===== src/rtl/dis_pkg.sv =====
/*
  Shared constants for the dac interrupt status and link check block:
  register offsets, bit positions, flag indices, reset values.
  Assumes an 8-bit register port with 12-bit byte addresses.
*/
package dis_pkg;
  localparam int ADDR_W = 12;
  localparam int DATA_W = 8;
  localparam int FLAG_N = 8;

  // register offsets
  localparam logic [11:0] OFS_DAC0_LATCH_EN = 12'h021;
  localparam logic [11:0] OFS_DAC1_LATCH_EN = 12'h022;
  localparam logic [11:0] OFS_DAC0_STATUS = 12'h025;
  localparam logic [11:0] OFS_DAC1_STATUS = 12'h026;
  localparam logic [11:0] OFS_LIVE_COND = 12'h027;
  localparam logic [11:0] OFS_PENDING = 12'h028;
  localparam logic [11:0] OFS_CHECKS = 12'h030;
  localparam logic [11:0] OFS_CONV_LANES = 12'h031;
  localparam logic [11:0] OFS_SAMPLES_OCTETS = 12'h032;
  localparam logic [11:0] OFS_FRAMES_PER_MF = 12'h033;
  localparam logic [11:0] OFS_MF_CLOCK_DELAY = 12'h035;
  localparam logic [11:0] OFS_WINDOW_LIMIT = 12'h036;

  // flag index inside the internal flag vector
  localparam int FLG_DAC0_TRIP = 0;
  localparam int FLG_DAC0_WINDOW = 1;
  localparam int FLG_DAC1_TRIP = 2;
  localparam int FLG_DAC1_WINDOW = 3;
  localparam int FLG_DAC1_ROTATE = 4;
  localparam int FLG_DAC1_LOCK = 5;
  localparam int FLG_DAC1_BLANK = 6;
  localparam int FLG_DAC1_POWER = 7;

  // bit positions in the dac0 and dac1 status / latch enable registers
  localparam int D0_TRIP_BIT = 0;
  localparam int D0_WINDOW_BIT = 1;
  localparam int D1_TRIP_BIT = 0;
  localparam int D1_WINDOW_BIT = 1;
  localparam int D1_ROTATE_BIT = 2;
  localparam int D1_LOCK_BIT = 3;
  localparam int D1_BLANK_BIT = 5;
  localparam int D1_POWER_BIT = 7;

  // bit positions in the check register
  localparam int CHK_K_BIT = 2;
  localparam int CHK_COMBO_BIT = 3;
  localparam int CHK_WINDOW_BIT = 4;
  localparam int CHK_DELAY_BIT = 5;

  // reset values
  localparam logic [7:0] RST_STATUS = 8'h00;
  localparam logic [7:0] RST_LATCH_EN = 8'h00;
  localparam logic [3:0] RST_CONV_COUNT = 4'h2;
  localparam logic [3:0] RST_LANE_COUNT = 4'h4;
  localparam logic [3:0] RST_SAMPLES = 4'h1;
  localparam logic [3:0] RST_OCTETS = 4'h1;
  localparam logic [7:0] RST_FRAMES_PER_MF = 8'h20;
  localparam logic [7:0] RST_MF_CLOCK_DELAY = 8'h00;
  localparam logic [7:0] RST_WINDOW_LIMIT = 8'h00;

  // supported link settings
  localparam logic [7:0] K_SUPPORTED_A = 8'h10;
  localparam logic [7:0] K_SUPPORTED_B = 8'h20;
  localparam logic [7:0] WINDOW_LIMIT_MAX = 8'h03;
endpackage


===== src/rtl/dis_chk_if.sv =====
/*
  Carries link configuration from the register file to the checker and
  the check results back. Both ends run on the one register clock.
*/
`timescale 1ns/1ps
interface dis_chk_if;
  logic [3:0] conv_count;
  logic [3:0] lane_count;
  logic [3:0] samples_per_frame;
  logic [3:0] octets_per_frame;
  logic [7:0] frames_per_multiframe;
  logic [7:0] multiframe_clock_delay;
  logic [7:0] window_limit;
  logic delay_exceeds_multiframe;
  logic window_limit_unsupported;
  logic lane_combo_unsupported;
  logic frames_per_multiframe_unsupported;

  modport cfg (
    output conv_count, lane_count, samples_per_frame, octets_per_frame,
    output frames_per_multiframe, multiframe_clock_delay, window_limit,
    input delay_exceeds_multiframe, window_limit_unsupported,
    input lane_combo_unsupported, frames_per_multiframe_unsupported
  );
  modport chk (
    input conv_count, lane_count, samples_per_frame, octets_per_frame,
    input frames_per_multiframe, multiframe_clock_delay, window_limit,
    output delay_exceeds_multiframe, window_limit_unsupported,
    output lane_combo_unsupported, frames_per_multiframe_unsupported
  );
endinterface // dis_chk_if


===== src/rtl/dis_flag_cell.sv =====
/*
  One status flag: mirrors its condition, or in latch mode catches the
  rising edge and holds until cleared by a write of 1.
  Assumes the condition is already in the mclk domain.
*/
`timescale 1ns/1ps
module dis_flag_cell (
  input wire logic mclk, // register clock
  input wire logic rstn, // async reset, active low
  input wire logic cond, // source condition
  input wire logic latch_en, // 1: latch on rising edge
  input wire logic clear, // write-1 clear pulse
  output logic flag // flag value
);
  logic cond_d_reg;
  logic flag_reg;
  logic flag_next;
  logic rise;

  assign rise = cond & ~cond_d_reg;
  assign flag_next = latch_en ? (rise | (flag_reg & ~clear)) : cond;

  always_ff @(posedge mclk or negedge rstn) begin
    if (!rstn) begin
      cond_d_reg <= 1'b0;
      flag_reg <= 1'b0;
    end else begin
      cond_d_reg <= cond;
      flag_reg <= flag_next;
    end
  end

  assign flag = flag_reg;
endmodule // dis_flag_cell


===== src/rtl/dis_link_check.sv =====
/*
  Continuous checks of the programmed link settings.
  Assumes the configuration arrives from registers on the same clock.
*/
`timescale 1ns/1ps
module dis_link_check (
  dis_chk_if.chk chk // configuration in, check flags out
);
  import dis_pkg::*;

  logic [7:0] lane_octets;
  logic [7:0] conv_samples;
  logic [8:0] octets_needed;
  logic m_ok;
  logic l_ok;

  // two octets per sample: lanes*octets must equal 2*converters*samples
  assign lane_octets = chk.lane_count * chk.octets_per_frame;
  assign conv_samples = chk.conv_count * chk.samples_per_frame;
  assign octets_needed = {conv_samples, 1'b0};
  assign m_ok = (chk.conv_count == 4'h1) || (chk.conv_count == 4'h2);
  assign l_ok = (chk.lane_count == 4'h1) || (chk.lane_count == 4'h2) ||
                (chk.lane_count == 4'h4) || (chk.lane_count == 4'h8);

  assign chk.delay_exceeds_multiframe = chk.multiframe_clock_delay > chk.frames_per_multiframe;
  assign chk.window_limit_unsupported = chk.window_limit > WINDOW_LIMIT_MAX;
  assign chk.lane_combo_unsupported = !m_ok || !l_ok || (chk.samples_per_frame == 4'h0) ||
                                      ({1'b0, lane_octets} != octets_needed);
  assign chk.frames_per_multiframe_unsupported = (chk.frames_per_multiframe != K_SUPPORTED_A) &&
                                                 (chk.frames_per_multiframe != K_SUPPORTED_B);
endmodule // dis_link_check


===== src/rtl/dis_irq_top.sv =====
/*
  Interrupt status for the two dac channels plus the read-only link
  parameter check register, behind a simple strobe register port.
  Assumes all condition inputs come from logic clocked by mclk and a
  master that never issues read and write strobes together.
*/
// Decided for this implementation: the address-and-strobe port.
// Summary of operation
// - dac0 status bit 1 reports outside window
// - dac0 status bit 0 reports alignment tripped
// - latch mode catches rising edge, else mirror
// - latched flag clears by writing one; with latch mode off it mirrors again
// - dac1 bit 7 reports power over threshold
// - dac1 bit 3 reports alignment locked
// - dac1 bit 2 reports alignment rotated
// - dac1 bit 1 reports outside window
// - dac1 bit 0 reports alignment tripped
// - check bit 5 when delay exceeds K
// - check bit 4 on unsupported window limit
// - check bit 3 on unsupported lane combination
// - check bit 2 unless K is 16/32
`timescale 1ns/1ps
module dis_irq_top (
  input wire logic mclk, // register clock, 10 MHz
  input wire logic rstn, // async reset, active low
  input wire logic [dis_pkg::ADDR_W-1:0] reg_addr, // register address
  input wire logic [dis_pkg::DATA_W-1:0] reg_wdata, // write data
  input wire logic reg_wr, // write strobe
  input wire logic reg_rd, // read strobe
  output logic [dis_pkg::DATA_W-1:0] reg_rdata, // read data, cycle after strobe
  input wire logic dac0_phase_outside_window, // dac0 phase outside window
  input wire logic dac0_align_tripped, // dac0 alignment tripped
  input wire logic dac1_power_over_threshold, // dac1 data over power threshold
  input wire logic dac1_blank_finished, // dac1 blanking done
  input wire logic dac1_align_locked, // dac1 alignment locked
  input wire logic dac1_align_rotated, // dac1 clocks rotated
  input wire logic dac1_phase_outside_window, // dac1 phase outside window
  input wire logic dac1_align_tripped, // dac1 alignment tripped
  output logic irq_n // interrupt, active low
);
  import dis_pkg::*;

  dis_chk_if chk_bus ();

  // latch mode enable registers
  logic [7:0] dac0_latch_en_reg;
  logic [7:0] dac0_latch_en_next;
  logic [7:0] dac1_latch_en_reg;
  logic [7:0] dac1_latch_en_next;

  // link configuration registers
  logic [3:0] conv_count_reg;
  logic [3:0] conv_count_next;
  logic [3:0] lane_count_reg;
  logic [3:0] lane_count_next;
  logic [3:0] samples_reg;
  logic [3:0] samples_next;
  logic [3:0] octets_reg;
  logic [3:0] octets_next;
  logic [7:0] frames_per_mf_reg;
  logic [7:0] frames_per_mf_next;
  logic [7:0] mf_clock_delay_reg;
  logic [7:0] mf_clock_delay_next;
  logic [7:0] window_limit_reg;
  logic [7:0] window_limit_next;

  // read port and interrupt output
  logic [7:0] rdata_reg;
  logic [7:0] rdata_next;
  logic irq_n_reg;
  logic irq_n_next;

  // address decode
  logic sel_dac0_latch_en;
  logic sel_dac1_latch_en;
  logic sel_dac0_status;
  logic sel_dac1_status;
  logic sel_live_cond;
  logic sel_pending;
  logic sel_checks;
  logic sel_conv_lanes;
  logic sel_samples_octets;
  logic sel_frames_per_mf;
  logic sel_mf_clock_delay;
  logic sel_window_limit;

  // flag vectors, in flag index order
  logic [FLAG_N-1:0] cond_vec;
  logic [FLAG_N-1:0] latch_vec;
  logic [FLAG_N-1:0] clear_vec;
  logic [FLAG_N-1:0] flag_vec;
  logic [FLAG_N-1:0] pending_vec;

  // read views
  logic [7:0] dac0_status;
  logic [7:0] dac1_status;
  logic [7:0] checks;
  logic [7:0] read_mux;
  logic wr_dac0_status;
  logic wr_dac1_status;

  assign sel_dac0_latch_en = (reg_addr == OFS_DAC0_LATCH_EN);
  assign sel_dac1_latch_en = (reg_addr == OFS_DAC1_LATCH_EN);
  assign sel_dac0_status = (reg_addr == OFS_DAC0_STATUS);
  assign sel_dac1_status = (reg_addr == OFS_DAC1_STATUS);
  assign sel_live_cond = (reg_addr == OFS_LIVE_COND);
  assign sel_pending = (reg_addr == OFS_PENDING);
  assign sel_checks = (reg_addr == OFS_CHECKS);
  assign sel_conv_lanes = (reg_addr == OFS_CONV_LANES);
  assign sel_samples_octets = (reg_addr == OFS_SAMPLES_OCTETS);
  assign sel_frames_per_mf = (reg_addr == OFS_FRAMES_PER_MF);
  assign sel_mf_clock_delay = (reg_addr == OFS_MF_CLOCK_DELAY);
  assign sel_window_limit = (reg_addr == OFS_WINDOW_LIMIT);

  assign wr_dac0_status = reg_wr && sel_dac0_status;
  assign wr_dac1_status = reg_wr && sel_dac1_status;

  // gather the source conditions
  assign cond_vec[FLG_DAC0_TRIP] = dac0_align_tripped;
  assign cond_vec[FLG_DAC0_WINDOW] = dac0_phase_outside_window;
  assign cond_vec[FLG_DAC1_TRIP] = dac1_align_tripped;
  assign cond_vec[FLG_DAC1_WINDOW] = dac1_phase_outside_window;
  assign cond_vec[FLG_DAC1_ROTATE] = dac1_align_rotated;
  assign cond_vec[FLG_DAC1_LOCK] = dac1_align_locked;
  assign cond_vec[FLG_DAC1_BLANK] = dac1_blank_finished;
  assign cond_vec[FLG_DAC1_POWER] = dac1_power_over_threshold;

  // latch mode enables share the status register layout
  assign latch_vec[FLG_DAC0_TRIP] = dac0_latch_en_reg[D0_TRIP_BIT];
  assign latch_vec[FLG_DAC0_WINDOW] = dac0_latch_en_reg[D0_WINDOW_BIT];
  assign latch_vec[FLG_DAC1_TRIP] = dac1_latch_en_reg[D1_TRIP_BIT];
  assign latch_vec[FLG_DAC1_WINDOW] = dac1_latch_en_reg[D1_WINDOW_BIT];
  assign latch_vec[FLG_DAC1_ROTATE] = dac1_latch_en_reg[D1_ROTATE_BIT];
  assign latch_vec[FLG_DAC1_LOCK] = dac1_latch_en_reg[D1_LOCK_BIT];
  assign latch_vec[FLG_DAC1_BLANK] = dac1_latch_en_reg[D1_BLANK_BIT];
  assign latch_vec[FLG_DAC1_POWER] = dac1_latch_en_reg[D1_POWER_BIT];

  // write one clears that bit only
  assign clear_vec[FLG_DAC0_TRIP] = wr_dac0_status && reg_wdata[D0_TRIP_BIT];
  assign clear_vec[FLG_DAC0_WINDOW] = wr_dac0_status && reg_wdata[D0_WINDOW_BIT];
  assign clear_vec[FLG_DAC1_TRIP] = wr_dac1_status && reg_wdata[D1_TRIP_BIT];
  assign clear_vec[FLG_DAC1_WINDOW] = wr_dac1_status && reg_wdata[D1_WINDOW_BIT];
  assign clear_vec[FLG_DAC1_ROTATE] = wr_dac1_status && reg_wdata[D1_ROTATE_BIT];
  assign clear_vec[FLG_DAC1_LOCK] = wr_dac1_status && reg_wdata[D1_LOCK_BIT];
  assign clear_vec[FLG_DAC1_BLANK] = wr_dac1_status && reg_wdata[D1_BLANK_BIT];
  assign clear_vec[FLG_DAC1_POWER] = wr_dac1_status && reg_wdata[D1_POWER_BIT];

  for (genvar i = 0; i < FLAG_N; i++) begin : g_flag
    dis_flag_cell u_cell (
      .mclk(mclk),
      .rstn(rstn),
      .cond(cond_vec[i]),
      .latch_en(latch_vec[i]),
      .clear(clear_vec[i]),
      .flag(flag_vec[i])
    );
  end

  // mirrored flags never interrupt; only latched ones do
  assign pending_vec = flag_vec & latch_vec;

  assign dac0_status[7:2] = 6'h00;
  assign dac0_status[D0_WINDOW_BIT] = flag_vec[FLG_DAC0_WINDOW];
  assign dac0_status[D0_TRIP_BIT] = flag_vec[FLG_DAC0_TRIP];

  assign dac1_status[D1_POWER_BIT] = flag_vec[FLG_DAC1_POWER];
  assign dac1_status[6] = 1'b0;
  assign dac1_status[4] = 1'b0;
  assign dac1_status[D1_BLANK_BIT] = flag_vec[FLG_DAC1_BLANK];
  assign dac1_status[D1_LOCK_BIT] = flag_vec[FLG_DAC1_LOCK];
  assign dac1_status[D1_ROTATE_BIT] = flag_vec[FLG_DAC1_ROTATE];
  assign dac1_status[D1_WINDOW_BIT] = flag_vec[FLG_DAC1_WINDOW];
  assign dac1_status[D1_TRIP_BIT] = flag_vec[FLG_DAC1_TRIP];

  // configuration out to the checker
  assign chk_bus.conv_count = conv_count_reg;
  assign chk_bus.lane_count = lane_count_reg;
  assign chk_bus.samples_per_frame = samples_reg;
  assign chk_bus.octets_per_frame = octets_reg;
  assign chk_bus.frames_per_multiframe = frames_per_mf_reg;
  assign chk_bus.multiframe_clock_delay = mf_clock_delay_reg;
  assign chk_bus.window_limit = window_limit_reg;

  dis_link_check u_check (
    .chk(chk_bus.chk)
  );

  // check bits 7:6 and 1:0 read zero
  assign checks = {2'b00,
                   chk_bus.delay_exceeds_multiframe,
                   chk_bus.window_limit_unsupported,
                   chk_bus.lane_combo_unsupported,
                   chk_bus.frames_per_multiframe_unsupported,
                   2'b00};

  // register writes; status and check offsets take no data
  assign dac0_latch_en_next = (reg_wr && sel_dac0_latch_en) ?
                              (reg_wdata & 8'h03) : dac0_latch_en_reg;
  assign dac1_latch_en_next = (reg_wr && sel_dac1_latch_en) ?
                              (reg_wdata & 8'hAF) : dac1_latch_en_reg;
  assign conv_count_next = (reg_wr && sel_conv_lanes) ? reg_wdata[3:0] : conv_count_reg;
  assign lane_count_next = (reg_wr && sel_conv_lanes) ? reg_wdata[7:4] : lane_count_reg;
  assign samples_next = (reg_wr && sel_samples_octets) ? reg_wdata[3:0] : samples_reg;
  assign octets_next = (reg_wr && sel_samples_octets) ? reg_wdata[7:4] : octets_reg;
  assign frames_per_mf_next = (reg_wr && sel_frames_per_mf) ? reg_wdata : frames_per_mf_reg;
  assign mf_clock_delay_next = (reg_wr && sel_mf_clock_delay) ? reg_wdata : mf_clock_delay_reg;
  assign window_limit_next = (reg_wr && sel_window_limit) ? reg_wdata : window_limit_reg;

  // read mux; unmapped offsets read zero
  assign read_mux = sel_dac0_latch_en ? dac0_latch_en_reg :
                    sel_dac1_latch_en ? dac1_latch_en_reg :
                    sel_dac0_status ? dac0_status :
                    sel_dac1_status ? dac1_status :
                    sel_live_cond ? cond_vec :
                    sel_pending ? pending_vec :
                    sel_checks ? checks :
                    sel_conv_lanes ? {lane_count_reg, conv_count_reg} :
                    sel_samples_octets ? {octets_reg, samples_reg} :
                    sel_frames_per_mf ? frames_per_mf_reg :
                    sel_mf_clock_delay ? mf_clock_delay_reg :
                    sel_window_limit ? window_limit_reg :
                    8'h00;

  // data stand only in the cycle after the strobe
  assign rdata_next = reg_rd ? read_mux : 8'h00;

  // low while enabled latched flag set
  assign irq_n_next = ~(|pending_vec);

  always_ff @(posedge mclk or negedge rstn) begin
    if (!rstn) begin
      dac0_latch_en_reg <= RST_LATCH_EN;
      dac1_latch_en_reg <= RST_LATCH_EN;
    end else begin
      dac0_latch_en_reg <= dac0_latch_en_next;
      dac1_latch_en_reg <= dac1_latch_en_next;
    end
  end

  // config resets to a supported setting so checks start clear
  always_ff @(posedge mclk or negedge rstn) begin
    if (!rstn) begin
      conv_count_reg <= RST_CONV_COUNT;
      lane_count_reg <= RST_LANE_COUNT;
      samples_reg <= RST_SAMPLES;
      octets_reg <= RST_OCTETS;
    end else begin
      conv_count_reg <= conv_count_next;
      lane_count_reg <= lane_count_next;
      samples_reg <= samples_next;
      octets_reg <= octets_next;
    end
  end

  always_ff @(posedge mclk or negedge rstn) begin
    if (!rstn) begin
      frames_per_mf_reg <= RST_FRAMES_PER_MF;
      mf_clock_delay_reg <= RST_MF_CLOCK_DELAY;
      window_limit_reg <= RST_WINDOW_LIMIT;
    end else begin
      frames_per_mf_reg <= frames_per_mf_next;
      mf_clock_delay_reg <= mf_clock_delay_next;
      window_limit_reg <= window_limit_next;
    end
  end

  always_ff @(posedge mclk or negedge rstn) begin
    if (!rstn) begin
      rdata_reg <= RST_STATUS;
      irq_n_reg <= 1'b1;
    end else begin
      rdata_reg <= rdata_next;
      irq_n_reg <= irq_n_next;
    end
  end

  assign reg_rdata = rdata_reg;
  assign irq_n = irq_n_reg;
endmodule // dis_irq_top


===== config.mk =====
export PLATFORM = sky130hd
export DESIGN_NAME = dis_irq_top
export DESIGN_NICKNAME = d
export VERILOG_FILES = /design/src/rtl/dis_pkg.sv /design/src/rtl/dis_chk_if.sv /design/src/rtl/dis_flag_cell.sv /design/src/rtl/dis_link_check.sv /design/src/rtl/dis_irq_top.sv
export SDC_FILE = /design/constraint.sdc
export NUM_CORES = 1
export LEC_CHECK = 0
export BUFFER_PORTS_ARGS = -buffer_cell sky130_fd_sc_hd__buf_2
export CAP_MARGIN = 20
export CORE_UTILIZATION = 45
export DETAILED_ROUTE_END_ITERATION = 16
export SYNTH_ARGS = -nofsm -noshare
export SYNTH_HDL_FRONTEND = slang
export SYNTH_SLANG_ARGS = --single-unit

===== constraint.sdc =====
create_clock -name mclk -period 6.9 [get_ports mclk]
set_input_delay 1.035 -clock mclk [delete_from_list [all_inputs] [get_ports mclk]]
set_output_delay 1.035 -clock mclk [all_outputs]
set_load 0.01 [all_outputs]

==> After elaboration in Yosys (flattened, before gate mapping) <==
Cells that the tools add are included.
{ "op_classes": {"order_cmp": 2, "eq_ne": 21, "n_mul": 2, "muxes": 21, "bitwise": 42, "reduce_logical": 29} }
{ "op_table": {"columns": ["op", "count"], "rows": [
  ["12-bit by 6-bit equality test with 1-bit output, second input constant", 12],
  ["8-bit 2-to-1 mux", 13],
  ["1-bit logical AND", 18],
  ["1-bit NOT", 17],
  ["1-bit bitwise AND", 16],
  ["4-bit by 4-bit multiplier with 8-bit output", 2],
  ["8-bit by 9-bit != test with 1-bit output", 1],
  ["8-bit bitwise AND", 1],
  ["4-bit by 1-bit equality test with 1-bit output, second input constant", 2],
  ["4-bit by 2-bit equality test with 1-bit output, second input constant", 2],
  ["8-bit by 2-bit greater-than comparator with 1-bit output, second input constant", 1],
  ["8-bit greater-than comparator", 1],
  ["1-bit 2-to-1 mux", 8],
  ["8-bit by 5-bit != test with 1-bit output, second input constant", 1],
  ["8-bit by 6-bit != test with 1-bit output, second input constant", 1],
  ["1-bit bitwise OR", 8],
  ["8-bit OR reduction", 1],
  ["1-bit logical OR", 7],
  ["4-bit by 3-bit equality test with 1-bit output, second input constant", 1],
  ["4-bit equality test, second input constant", 1],
  ["4-bit zero test", 1],
  ["1-bit zero test", 2]
]} }
{ "totals": {"wordCells": 144, "ff_bits": 73, "out_inout_bits": 9, "inputBits": 32} }

==> Depth between registers and ports, before layout <==
Gate-level depths: netlist of run 1.
{ "logic_depth": {"depth_word": 16, "mapped_depth": 13, "mapped_depth_nobuf": 12} }

==> Cells and area by module <==
Synthesis of run 1 repeated with hierarchy kept, for this count alone.
{ "hier_totals": {"cells_unflattened": 521, "hier_area_um2": 5175.0} }
{ "by_module_without_submodules": {"columns": ["mod", "cells_per_inst", "n_inst", "seq_area_each_um2", "area_each_um2"], "rows": [
  ["dis_irq_top", 329, 1, 1433.9, 3344.5],
  ["dis_link_check", 152, 1, 0.0, 1249.9],
  ["dis_flag_cell", 5, 8, 50.0, 72.6]
]} }

==> Worst setup path before layout of run 1 <==
Ideal clock, no wire load.
{ "synth_path": {"path_type": "register -> register", "from": "register lane_count_reg[2] (netlist: chk_bus.lane_count[2])", "to": "register rdata_reg[3] (netlist: reg_rdata[3])", "path_slack_ps": 3374, "setup_ps": 129, "n_path_buf": 1, "required_ps": 6771, "path_stages_with_launch": 13, "synth_period_minus_slack_ps": 3526, "arrival_ps": 3397, "cell_sequence": "dfstp_2 clkbuf_1 nand2_1 fa_1 fa_1 inv_1 fa_1 xor3_1 o221ai_1 nor4_1 nand4_1 o311ai_1 nand2_1"} }
{ "synth_between": {"elab_chain_len": 16, "elab_cells_between_ends": 21, "classes_between": "mul: 1; eq/ne: 5; mux: 8; reduce/logical: 7"} }
{ "synth_lines": {"columns": ["element", "line", "source"], "rows": [
  ["start: declaration", "dis_irq_top.sv:54", "logic [3:0] lane_count_reg;"],
  ["start signal: assignment", "dis_irq_top.sv:249", "lane_count_reg <= lane_count_next;"],
  ["branches (longest 7 deep; another with 4-bit by 4-bit multiplier with 8-bit output)", null, null],
  ["1-bit logical OR *", "dis_link_check.sv:27", "assign chk.lane_combo_unsupported = !m_ok || !l_ok || (chk.samples_per_frame == 4'h0) ||"],
  ["8-bit 2-to-1 mux *", "dis_irq_top.sv:216", "sel_checks ? checks :"],
  ["8-bit 2-to-1 mux *", "dis_irq_top.sv:215", "sel_pending ? pending_vec :"],
  ["8-bit 2-to-1 mux *", "dis_irq_top.sv:214", "sel_live_cond ? cond_vec :"],
  ["8-bit 2-to-1 mux *", "dis_irq_top.sv:213", "sel_dac1_status ? dac1_status :"],
  ["8-bit 2-to-1 mux *", "dis_irq_top.sv:212", "sel_dac0_status ? dac0_status :"],
  ["8-bit 2-to-1 mux *", "dis_irq_top.sv:211", "sel_dac1_latch_en ? dac1_latch_en_reg :"],
  ["8-bit 2-to-1 mux *", "dis_irq_top.sv:210", "assign read_mux = sel_dac0_latch_en ? dac0_latch_en_reg :"],
  ["8-bit 2-to-1 mux *", "dis_irq_top.sv:225", "assign rdata_next = reg_rd ? read_mux : 8'h00;"],
  ["via rdata_next[3]", "dis_irq_top.sv:69", "logic [7:0] rdata_next;"],
  ["end signal: assignment", "dis_irq_top.sv:272", "rdata_reg <= rdata_next;"],
  ["end: declaration", "dis_irq_top.sv:68", "logic [7:0] rdata_reg;"]
]} }
Mark *: on every way through the listed nets, which the timed path passes.
A chain may end at the register's enable or synchronous reset.

==> Worst setup path after layout of run 1 <==
{ "layout_path": {"from": "register conv_count_reg[1] (netlist: chk_bus.conv_count[1])", "to": "register rdata_reg[3] (netlist: reg_rdata[3])"} }
{ "layout_between": {"elab_chain_len": 14, "elab_cells_between_ends": 17, "classes_between": "mul: 1; eq/ne: 3; mux: 8; reduce/logical: 5"} }
{ "layout_lines": {"columns": ["element", "line", "source"], "rows": [
  ["start: declaration", "dis_irq_top.sv:52", "logic [3:0] conv_count_reg;"],
  ["start signal: assignment", "dis_irq_top.sv:248", "conv_count_reg <= conv_count_next;"],
  ["branches (longest 5 deep; another with 4-bit by 4-bit multiplier with 8-bit output)", null, null],
  ["1-bit logical OR *", "dis_link_check.sv:27", null],
  ["8-bit 2-to-1 mux *", "dis_irq_top.sv:216", null],
  ["8-bit 2-to-1 mux *", "dis_irq_top.sv:215", null],
  ["8-bit 2-to-1 mux *", "dis_irq_top.sv:214", null],
  ["8-bit 2-to-1 mux *", "dis_irq_top.sv:213", null],
  ["8-bit 2-to-1 mux *", "dis_irq_top.sv:212", null],
  ["8-bit 2-to-1 mux *", "dis_irq_top.sv:211", null],
  ["8-bit 2-to-1 mux *", "dis_irq_top.sv:210", null],
  ["8-bit 2-to-1 mux *", "dis_irq_top.sv:225", null],
  ["via rdata_next[3]", "dis_irq_top.sv:69", null]
]} }
Marked as above.

==> impl_metrics.csv, run 1 <==
group,metric,value,unit
status,status,"completed",
power,p_comb_share,7.6,%
cts,postCtsSetupBuffers,0,
worst_hold_path,min_from,"chk_bus.frames_per_multiframe[7]",
die,top_level_ports,41,
power,switching_share,25.6,%
routing,wl_per_cell,19.8,um
sta,rsz0062_at_grt,"no",
worst_setup_path,r2r_end,"reg_rdata[3]",
cells_and_area,drive_gt1_share,23.6,%
cts,cts_buffers,9,
global_routing,globalRouteTotalUtil,24.1,%
yosys,synth-edff-count,0,
yosys,synthCells,477,
cts,hold_buffers,0,
yosys,synth_cell_type_count,65,
yosys,synth_warnings,0,
sta,holdWs,0.517,ns
sta,final-hold-violation-count,0,
worst_setup_path,path_max_fanout,9,
global_routing,grt_pass1_wl,20800,um
yosys,ys_seq_area_share,37.6,%
placement,place_congestion,0.851,
routing,drc,0,
die,fp.dieH,106,um
power,intPower,0.631,mW
sta,finalClockSkew,0.0106,ns
worst_hold_path,hold_path_class,"reg -> reg",
yosys,synth_async_sr_flop_share,100,%
yosys,synth_area,4880,sq um
worst_setup_path,critPathSlowestCell,"dfstp_2",
placement,place_inst,633,
cts,clock_latency,0.36,ns
worst_setup_path,critPathMaxStageDelay,0.60,ns
cts,cts.clk_slew.worst_paths,0.08,ns
cells_and_area,antennaDiodeCount,0,
routing,via_per_inst,6.16,
worst_hold_path,min_to,"chk_bus.frames_per_multiframe[7]",
worst_setup_path,r2r_slack,3.24,ns
cts,cts_buffer_depth,2,
sta,fin_crit_sh,53.0,%
die,initial_core_util,46.9,%
cts,h-tree-depth,3,
cells_and_area,stdcell_count,649,
cts,cts_root_buf,"clkbuf_8",
worst_setup_path,crit_required,7.14,ns
power,powerDensity,157,nW/um^2
routing,routed_wl,12800,um
placement,hpwlAfterDp,9360,um
cells_and_area,fin_nets,580,
placement,portBuffers,40,
worst_setup_path,path_common_cell,"fa_1",
sta,relSlewSlack,36.2,%
yosys,ys_ff_latch,73,
worst_setup_path,path_buf_inv,2,
cells_and_area,final_util,51.7,%
sta,fin_setup_tns,0,ns
run,cap_violations,0,
global_routing,grt_max_degree,74,
sta,setup-violations-final,0,
worst_setup_path,arrival,3.90,ns
yosys,syn_nets,549,
routing,drtIter0Drc,343,
power,seqPwrFrac,51.8,%
power,vdd_drop_max,0.144,mV
routing,dr.pass1.iters,5,
yosys,ys.flop_type,"dfrtp_1",
worst_setup_path,start_kind,"register",
worst_setup_path,r2r_cells,12,
sta,report.final.slew_viol_count,0,
power,power.leakage,2.59,nW
power,p_sw,0.217,mW
die,die_area,11300,sq um
routing,vias,3995,
die,row_count,37,
sta,worst_slew_pin_slew,0.955,ns
sta,maxClockFrequency,0.273,GHz
routing,ant_nets,0,
die,core_area,10400,sq um
cells_and_area,area_growth,10.3,%
worst_setup_path,cp_cell_sequence,"nand2_1, fa_1, inv_1, fa_1, inv_1, fa_1, xor3_1, o221ai_1, nor4_1, nand4_1, o311ai_1, nand2_1",
worst_setup_path,end_kind,"register",
yosys,avgSynthCellArea,10.2,sq um
global_routing,grt_pass1_vias,3898,
global_routing,antenna_found_initial,0,
cts,cts_tree,"yes",
worst_setup_path,crit_family,"adder cells",
worst_hold_path,hold_depth,1,
die,die_x,106,um
power,clockPowerShare,40.6,%
sta,fin_crit,3.66,ns
worst_setup_path,reg2reg_from,"chk_bus.conv_count[1]",
global_routing,grt_overflow_total,0,
worst_setup_path,worstSetupPathType,"reg -> reg",
cts,clkSinkCount,73,
cts,cts_resized,0,
## final cells by class
cell class,count,area [sq um]
inverter,24,90.1
multi-input combinational,359,2870
timing repair buffer,41,210
tap,136,170
fill,965,5030
clock inverter,6,67.6
sequential,73,1830
clock buffer,10,138
## power groups by stage
| stage | registers [mW] | clock network, mW | logic [mW] |
|---|---|---|---|
| 2_1_floorplan | 0.445 | 0 | 0.0293 |
| 5_1_grt | 0.440 | 0.365 | 0.0702 |
| 4_1_cts | 0.439 | 0.349 | 0.0640 |
| 3_3_place_gp | 0.447 | 0 | 0.0632 |
| 3_5_place_dp | 0.447 | 0 | 0.0636 |
| 6_report | 0.439 | 0.344 | 0.0645 |
## worst max path at each step
stage / start / end / slack [ns] / depth (start not counted)
floorplan: chk_bus.lane_count[2] / reg_rdata[3] / 3.37 / 12
global placement: chk_bus.conv_count[1] / reg_rdata[3] / 3.33 / 12
detailed placement: chk_bus.conv_count[1] / reg_rdata[3] / 3.24 / 12
global route: chk_bus.conv_count[1] / reg_rdata[3] / 3.05 / 12
CTS: chk_bus.conv_count[1] / reg_rdata[3] / 3.23 / 12
finish: chk_bus.conv_count[1] / reg_rdata[3] / 3.24 / 12
## through the flow
stage          setup WS [ns]  cell area, sq um  total power, mW
2_1_floorplan           3.37              4880            0.475
3_3_place_gp            3.33              5180            0.510
5_1_grt                 3.05              5380            0.875
4_1_cts                 3.23              5380            0.852
3_5_place_dp            3.24              5180            0.511
6_report                3.24              5380            0.848
## worst register-to-register path, cell delays in order (launching register included)
cell and delay (ns):
dfstp_2 0.60, nand2_1 0.09, fa_1 0.51, inv_1 0.06, fa_1 0.57, inv_1 0.07, fa_1 0.52, xor3_1 0.30
o221ai_1 0.11, nor4_1 0.29, nand4_1 0.12, o311ai_1 0.24, nand2_1 0.08
## metal layers
| layer | GRT usage [%] | share of wire [%] | vias up |
|---|---|---|---|
| li1 | - | - | 1837 |
| met1 | 36.1 | 48 | 1963 |
| met2 | 34.6 | 42 | 175 |
| met3 | 4.60 | 7.1 | 20 |
| met4 | 8.53 | 2.2 | 0 |
| met5 | 0 | 0 | - |
## Yosys cell counts, types with 7 or more instances
library cell  count  area, sq um
nand2_1          48          180
and2_1           20          125
nand3_1          16         80.1
fa_1              8          160
o21ai_0          14         70.1
a21oi_1          16         80.1
xnor2_1           7         61.3
mux2_2           51          574
a32o_1            8         80.1
a32oi_1           9         78.8
dfrtp_1          67         1680
inv_1            24         90.1
clkbuf_1         15         56.3
nand4_1           7         43.8
nor2b_1          11         68.8
nor2_1           15         56.3
a22o_1            7         61.3
ha_1             32          400
a31oi_1           8         50.1
## cell families (layout without fill, tap and decap cells)
logic type	after synthesis	after routing	synth area share, %
AO/OA/AOI/OAI	102	102	15.2
AND/OR/NAND/NOR	151	151	17.0
flip-flops	73	73	37.6
adder cells (fa/ha/maj)	40	40	11.5
buffers and inverters	45	81	3.56
XOR/XNOR	13	13	2.95
multiplexers	53	53	12.2
## cell usage in the layout (no fill, tap or decap), drive strengths merged, types with 9 or more instances in the layout
master / instances
clkbuf: 10
mux2: 51
dfrtp: 67
ha: 32
nand2: 48
nor2b: 11
a32oi: 9
buf: 41
inv: 24
a21oi: 16
nor2: 15
o21ai: 15
nand3: 16
and2: 20
(Power assumes the default switching activity.)
==> inputs of run 2 (changes only) <==
Settings changed: ABC_AREA set to 1, PLACE_DENSITY set to 0.65.
Clock period 6.9 ns to 3.3 ns, I/O delays scaled along.
==> impl_metrics.csv, run 2 <==
group,metric,value,unit
status,status,"completed",
cells_and_area,final_cell_mix,"254 x nand2_1, 120 x inv_1, 67 x dfrtp_1",
sta,fin_crit,3.18,ns
yosys,ys.flop_type,"dfrtp_1",
routing,via_per_inst,5.00,
global_routing,grt_pass1_wl,21000,um
sta,report.final.slew_viol_count,0,
sta,setup_ws,0.121,ns
global_routing,grt_max_degree,37,
global_routing,grt_overflow_total,0,
yosys,yosysMostFrequentCell,"nand2_1",
cells_and_area,antennaDiodeCount,0,
routing,drc,0,
die,initial_core_util,46.2,%
yosys,ys_seq_area_share,36.5,%
yosys,synth_top_area_share,33.3,%
yosys,synth_common_cells,"255 x nand2_1, 121 x inv_1, 67 x dfrtp_1",
die,die_area,11600,sq um
yosys,synth_warnings,0,
cells_and_area,stdcell_area,5660,sq um
placement,place_congestion,0.912,
cts,clock_latency,0.35,ns
worst_setup_path,path_max_fanout,2,
sta,worst_slew_pin_slew,0.810,ns
cts,h-tree-depth,3,
run,cap_violations,0,
die,top_level_ports,41,
yosys,synth_area,5030,sq um
yosys,synth_area_leaders,"dfrtp_1 33%, nand2_1 19%, inv_1 9.0%",
routing,ant_nets,0,
routing,vias,4594,
die,die_x,108,um
worst_setup_path,r2r_slack,0.12,ns
die,fp.dieH,108,um
cts,clkSinkCount,73,
worst_setup_path,start_kind,"register",
sta,fin_setup_tns,0,ns
sta,setup-violations-final,0,
yosys,synth_cell_type_count,34,
routing,wl_per_cell,13.3,um
power,vdd_drop_max,0.168,mV
cells_and_area,drive_gt1_share,12.3,%
routing,wl_met3,659,um
cts,cts_tree,"yes",
power,power.leakage,3.17,nW
yosys,yosysTopAreaCell,"dfrtp_1",
die,row_count,38,
cells_and_area,area_growth,12.5,%
cts,cts_buffers,9,
worst_hold_path,hold_path_class,"in -> async",
yosys,synth_async_sr_flop_share,100,%
yosys,synth-edff-count,0,
cells_and_area,fin_nets,846,
sta,holdWs,0.239,ns
yosys,syn_nets,795,
global_routing,grt_pass1_vias,4370,
yosys,ys_ff_latch,73,
cells_and_area,final_util,52.0,%
die,core_area,10900,sq um
routing,dr.pass1.iters,5,
sta,rsz0062_at_grt,"yes",
worst_setup_path,end_kind,"register",
worst_setup_path,worstSetupPathType,"reg -> reg",
worst_setup_path,arrival,3.41,ns
placement,portBuffers,40,
sta,finalClockSkew,0.0110,ns
yosys,synthCells,723,
routing,routed.top_layer,"met4",
routing,routed_wl,12300,um
global_routing,globalRouteTotalUtil,23.3,%
sta,maxClockFrequency,0.315,GHz
routing,drtIter0Drc,345,
cells_and_area,final_common_cell,"nand2_1",
routing,met2_length,5550,um
cts,hold_buffers,0,
sta,fin_crit_sh,96.3,%
yosys,avgSynthCellArea,6.96,sq um
placement,dpl_cell_area,5450,sq um
routing,met1Wirelength,5780,um
worst_setup_path,crit_required,3.53,ns
placement,hpwlAfterDp,9550,um
cts,cts.clk_slew.worst_paths,0.08,ns
global_routing,antenna_found_initial,0,
sta,relSlewSlack,46.0,%
sta,final-hold-violation-count,0,
placement,preCtsSetupSlack,0.0509,ns
power,powerDensity,305,nW/um^2
cts,cts_buffer_depth,2,
cts,cts_root_buf,"clkbuf_8",
cells_and_area,num-fill-cells,1083,
## run 2: cell count changes after synthesis, moves of 9 or more
cell / before / now
inv_1: 24 / 121
nor2b_1: 11 / 0
nand3_1: 16 / 37
nor2_1: 15 / 35
nand2_1: 48 / 255
and2_1: 20 / 0
o21ai_0: 14 / 66
mux2_2: 51 / 0
a32oi_1: 9 / 0
o21ai_1: 1 / 13
## run 2: cells by family (layout without fill, tap and decap cells)
group / count (synthesis) / after routing / synth area share, %
AO/OA/AOI/OAI: 105 / 105 / 10.7
XOR/XNOR: 1 / 1 / 0.174
adder cells (fa/ha/maj): 40 / 40 / 11.1
buffers and inverters: 140 / 196 / 10.6
flip-flops: 73 / 73 / 36.5
AND/OR/NAND/NOR: 364 / 364 / 30.9
## run 2: what timing repair did
action                     4_1_cts  5_1_grt
setup endpoints to repair        0        1
resized for setup                0        3
hold endpoints to repair         0        0
setup buffers                    0        0
## run 2: worst max-delay path, stage by stage (launching register included)
cell	delay, ns
dfstp_2	0.54
nand2_2	0.05
fa_1	0.47
fa_1	0.53
inv_2	0.05
fa_1	0.52
inv_1	0.04
nand2_1	0.05
nand2_1	0.05
nor2_1	0.10
nand2_1	0.06
nor2_1	0.08
nand3_1	0.08
nor2_1	0.13
nand3_1	0.07
nand2_1	0.08
nand3_1	0.07
nand2_1	0.08
a21oi_2	0.05
## run 2: area by class of cell
cell class                      instances  area (sq um)  area share (%)
Clock buffer                            9           124            2.19
Clock inverter                          7          77.6            1.37
Inverter                              126           473            8.36
Multi-Input combinational cell        510          2670            47.2
Sequential cell                        73          1830            32.4
Tap cell                              140           175            3.10
Timing Repair Buffer                   54           305            5.39
## run 2: through the flow
stage	total power [mW]	cells
global route	1.80	919
detailed placement	1.03	903
floorplan	0.969	723
finish	1.73	919
CTS	1.75	919
global placement	1.03	903
## run 2: final timing paths
kind / start / to / cells past startpoint
setup / recovery: chk_bus.lane_count[2] / reg_rdata[3] / 18
hold / removal: rstn / g_flag[1].u_cell.flag / 1
setup reg to reg: chk_bus.lane_count[2] / reg_rdata[3] / 18
hold reg to reg: g_flag[1].u_cell.cond_d_reg / g_flag[1].u_cell.flag / 3
max in group asynchronous: rstn / chk_bus.samples_per_frame[0] / 2
min in group mclk: dac1_align_rotated / g_flag[4].u_cell.cond_d_reg / 1
## run 2: report_power, final
group	total [mW]	leakage [nW]	internal [mW]	switching, mW
clock network	0.716	0.100	0.356	0.360
registers	0.914	0.961	0.907	0.00649
logic	0.0985	2.11	0.0288	0.0696
## run 2: per-layer routing
metal	track usage (%)	vias up
li1	-	2372
met1	32.6	2079
met5	0	-
met2	36.9	123
met4	6.95	0
met3	3.63	20
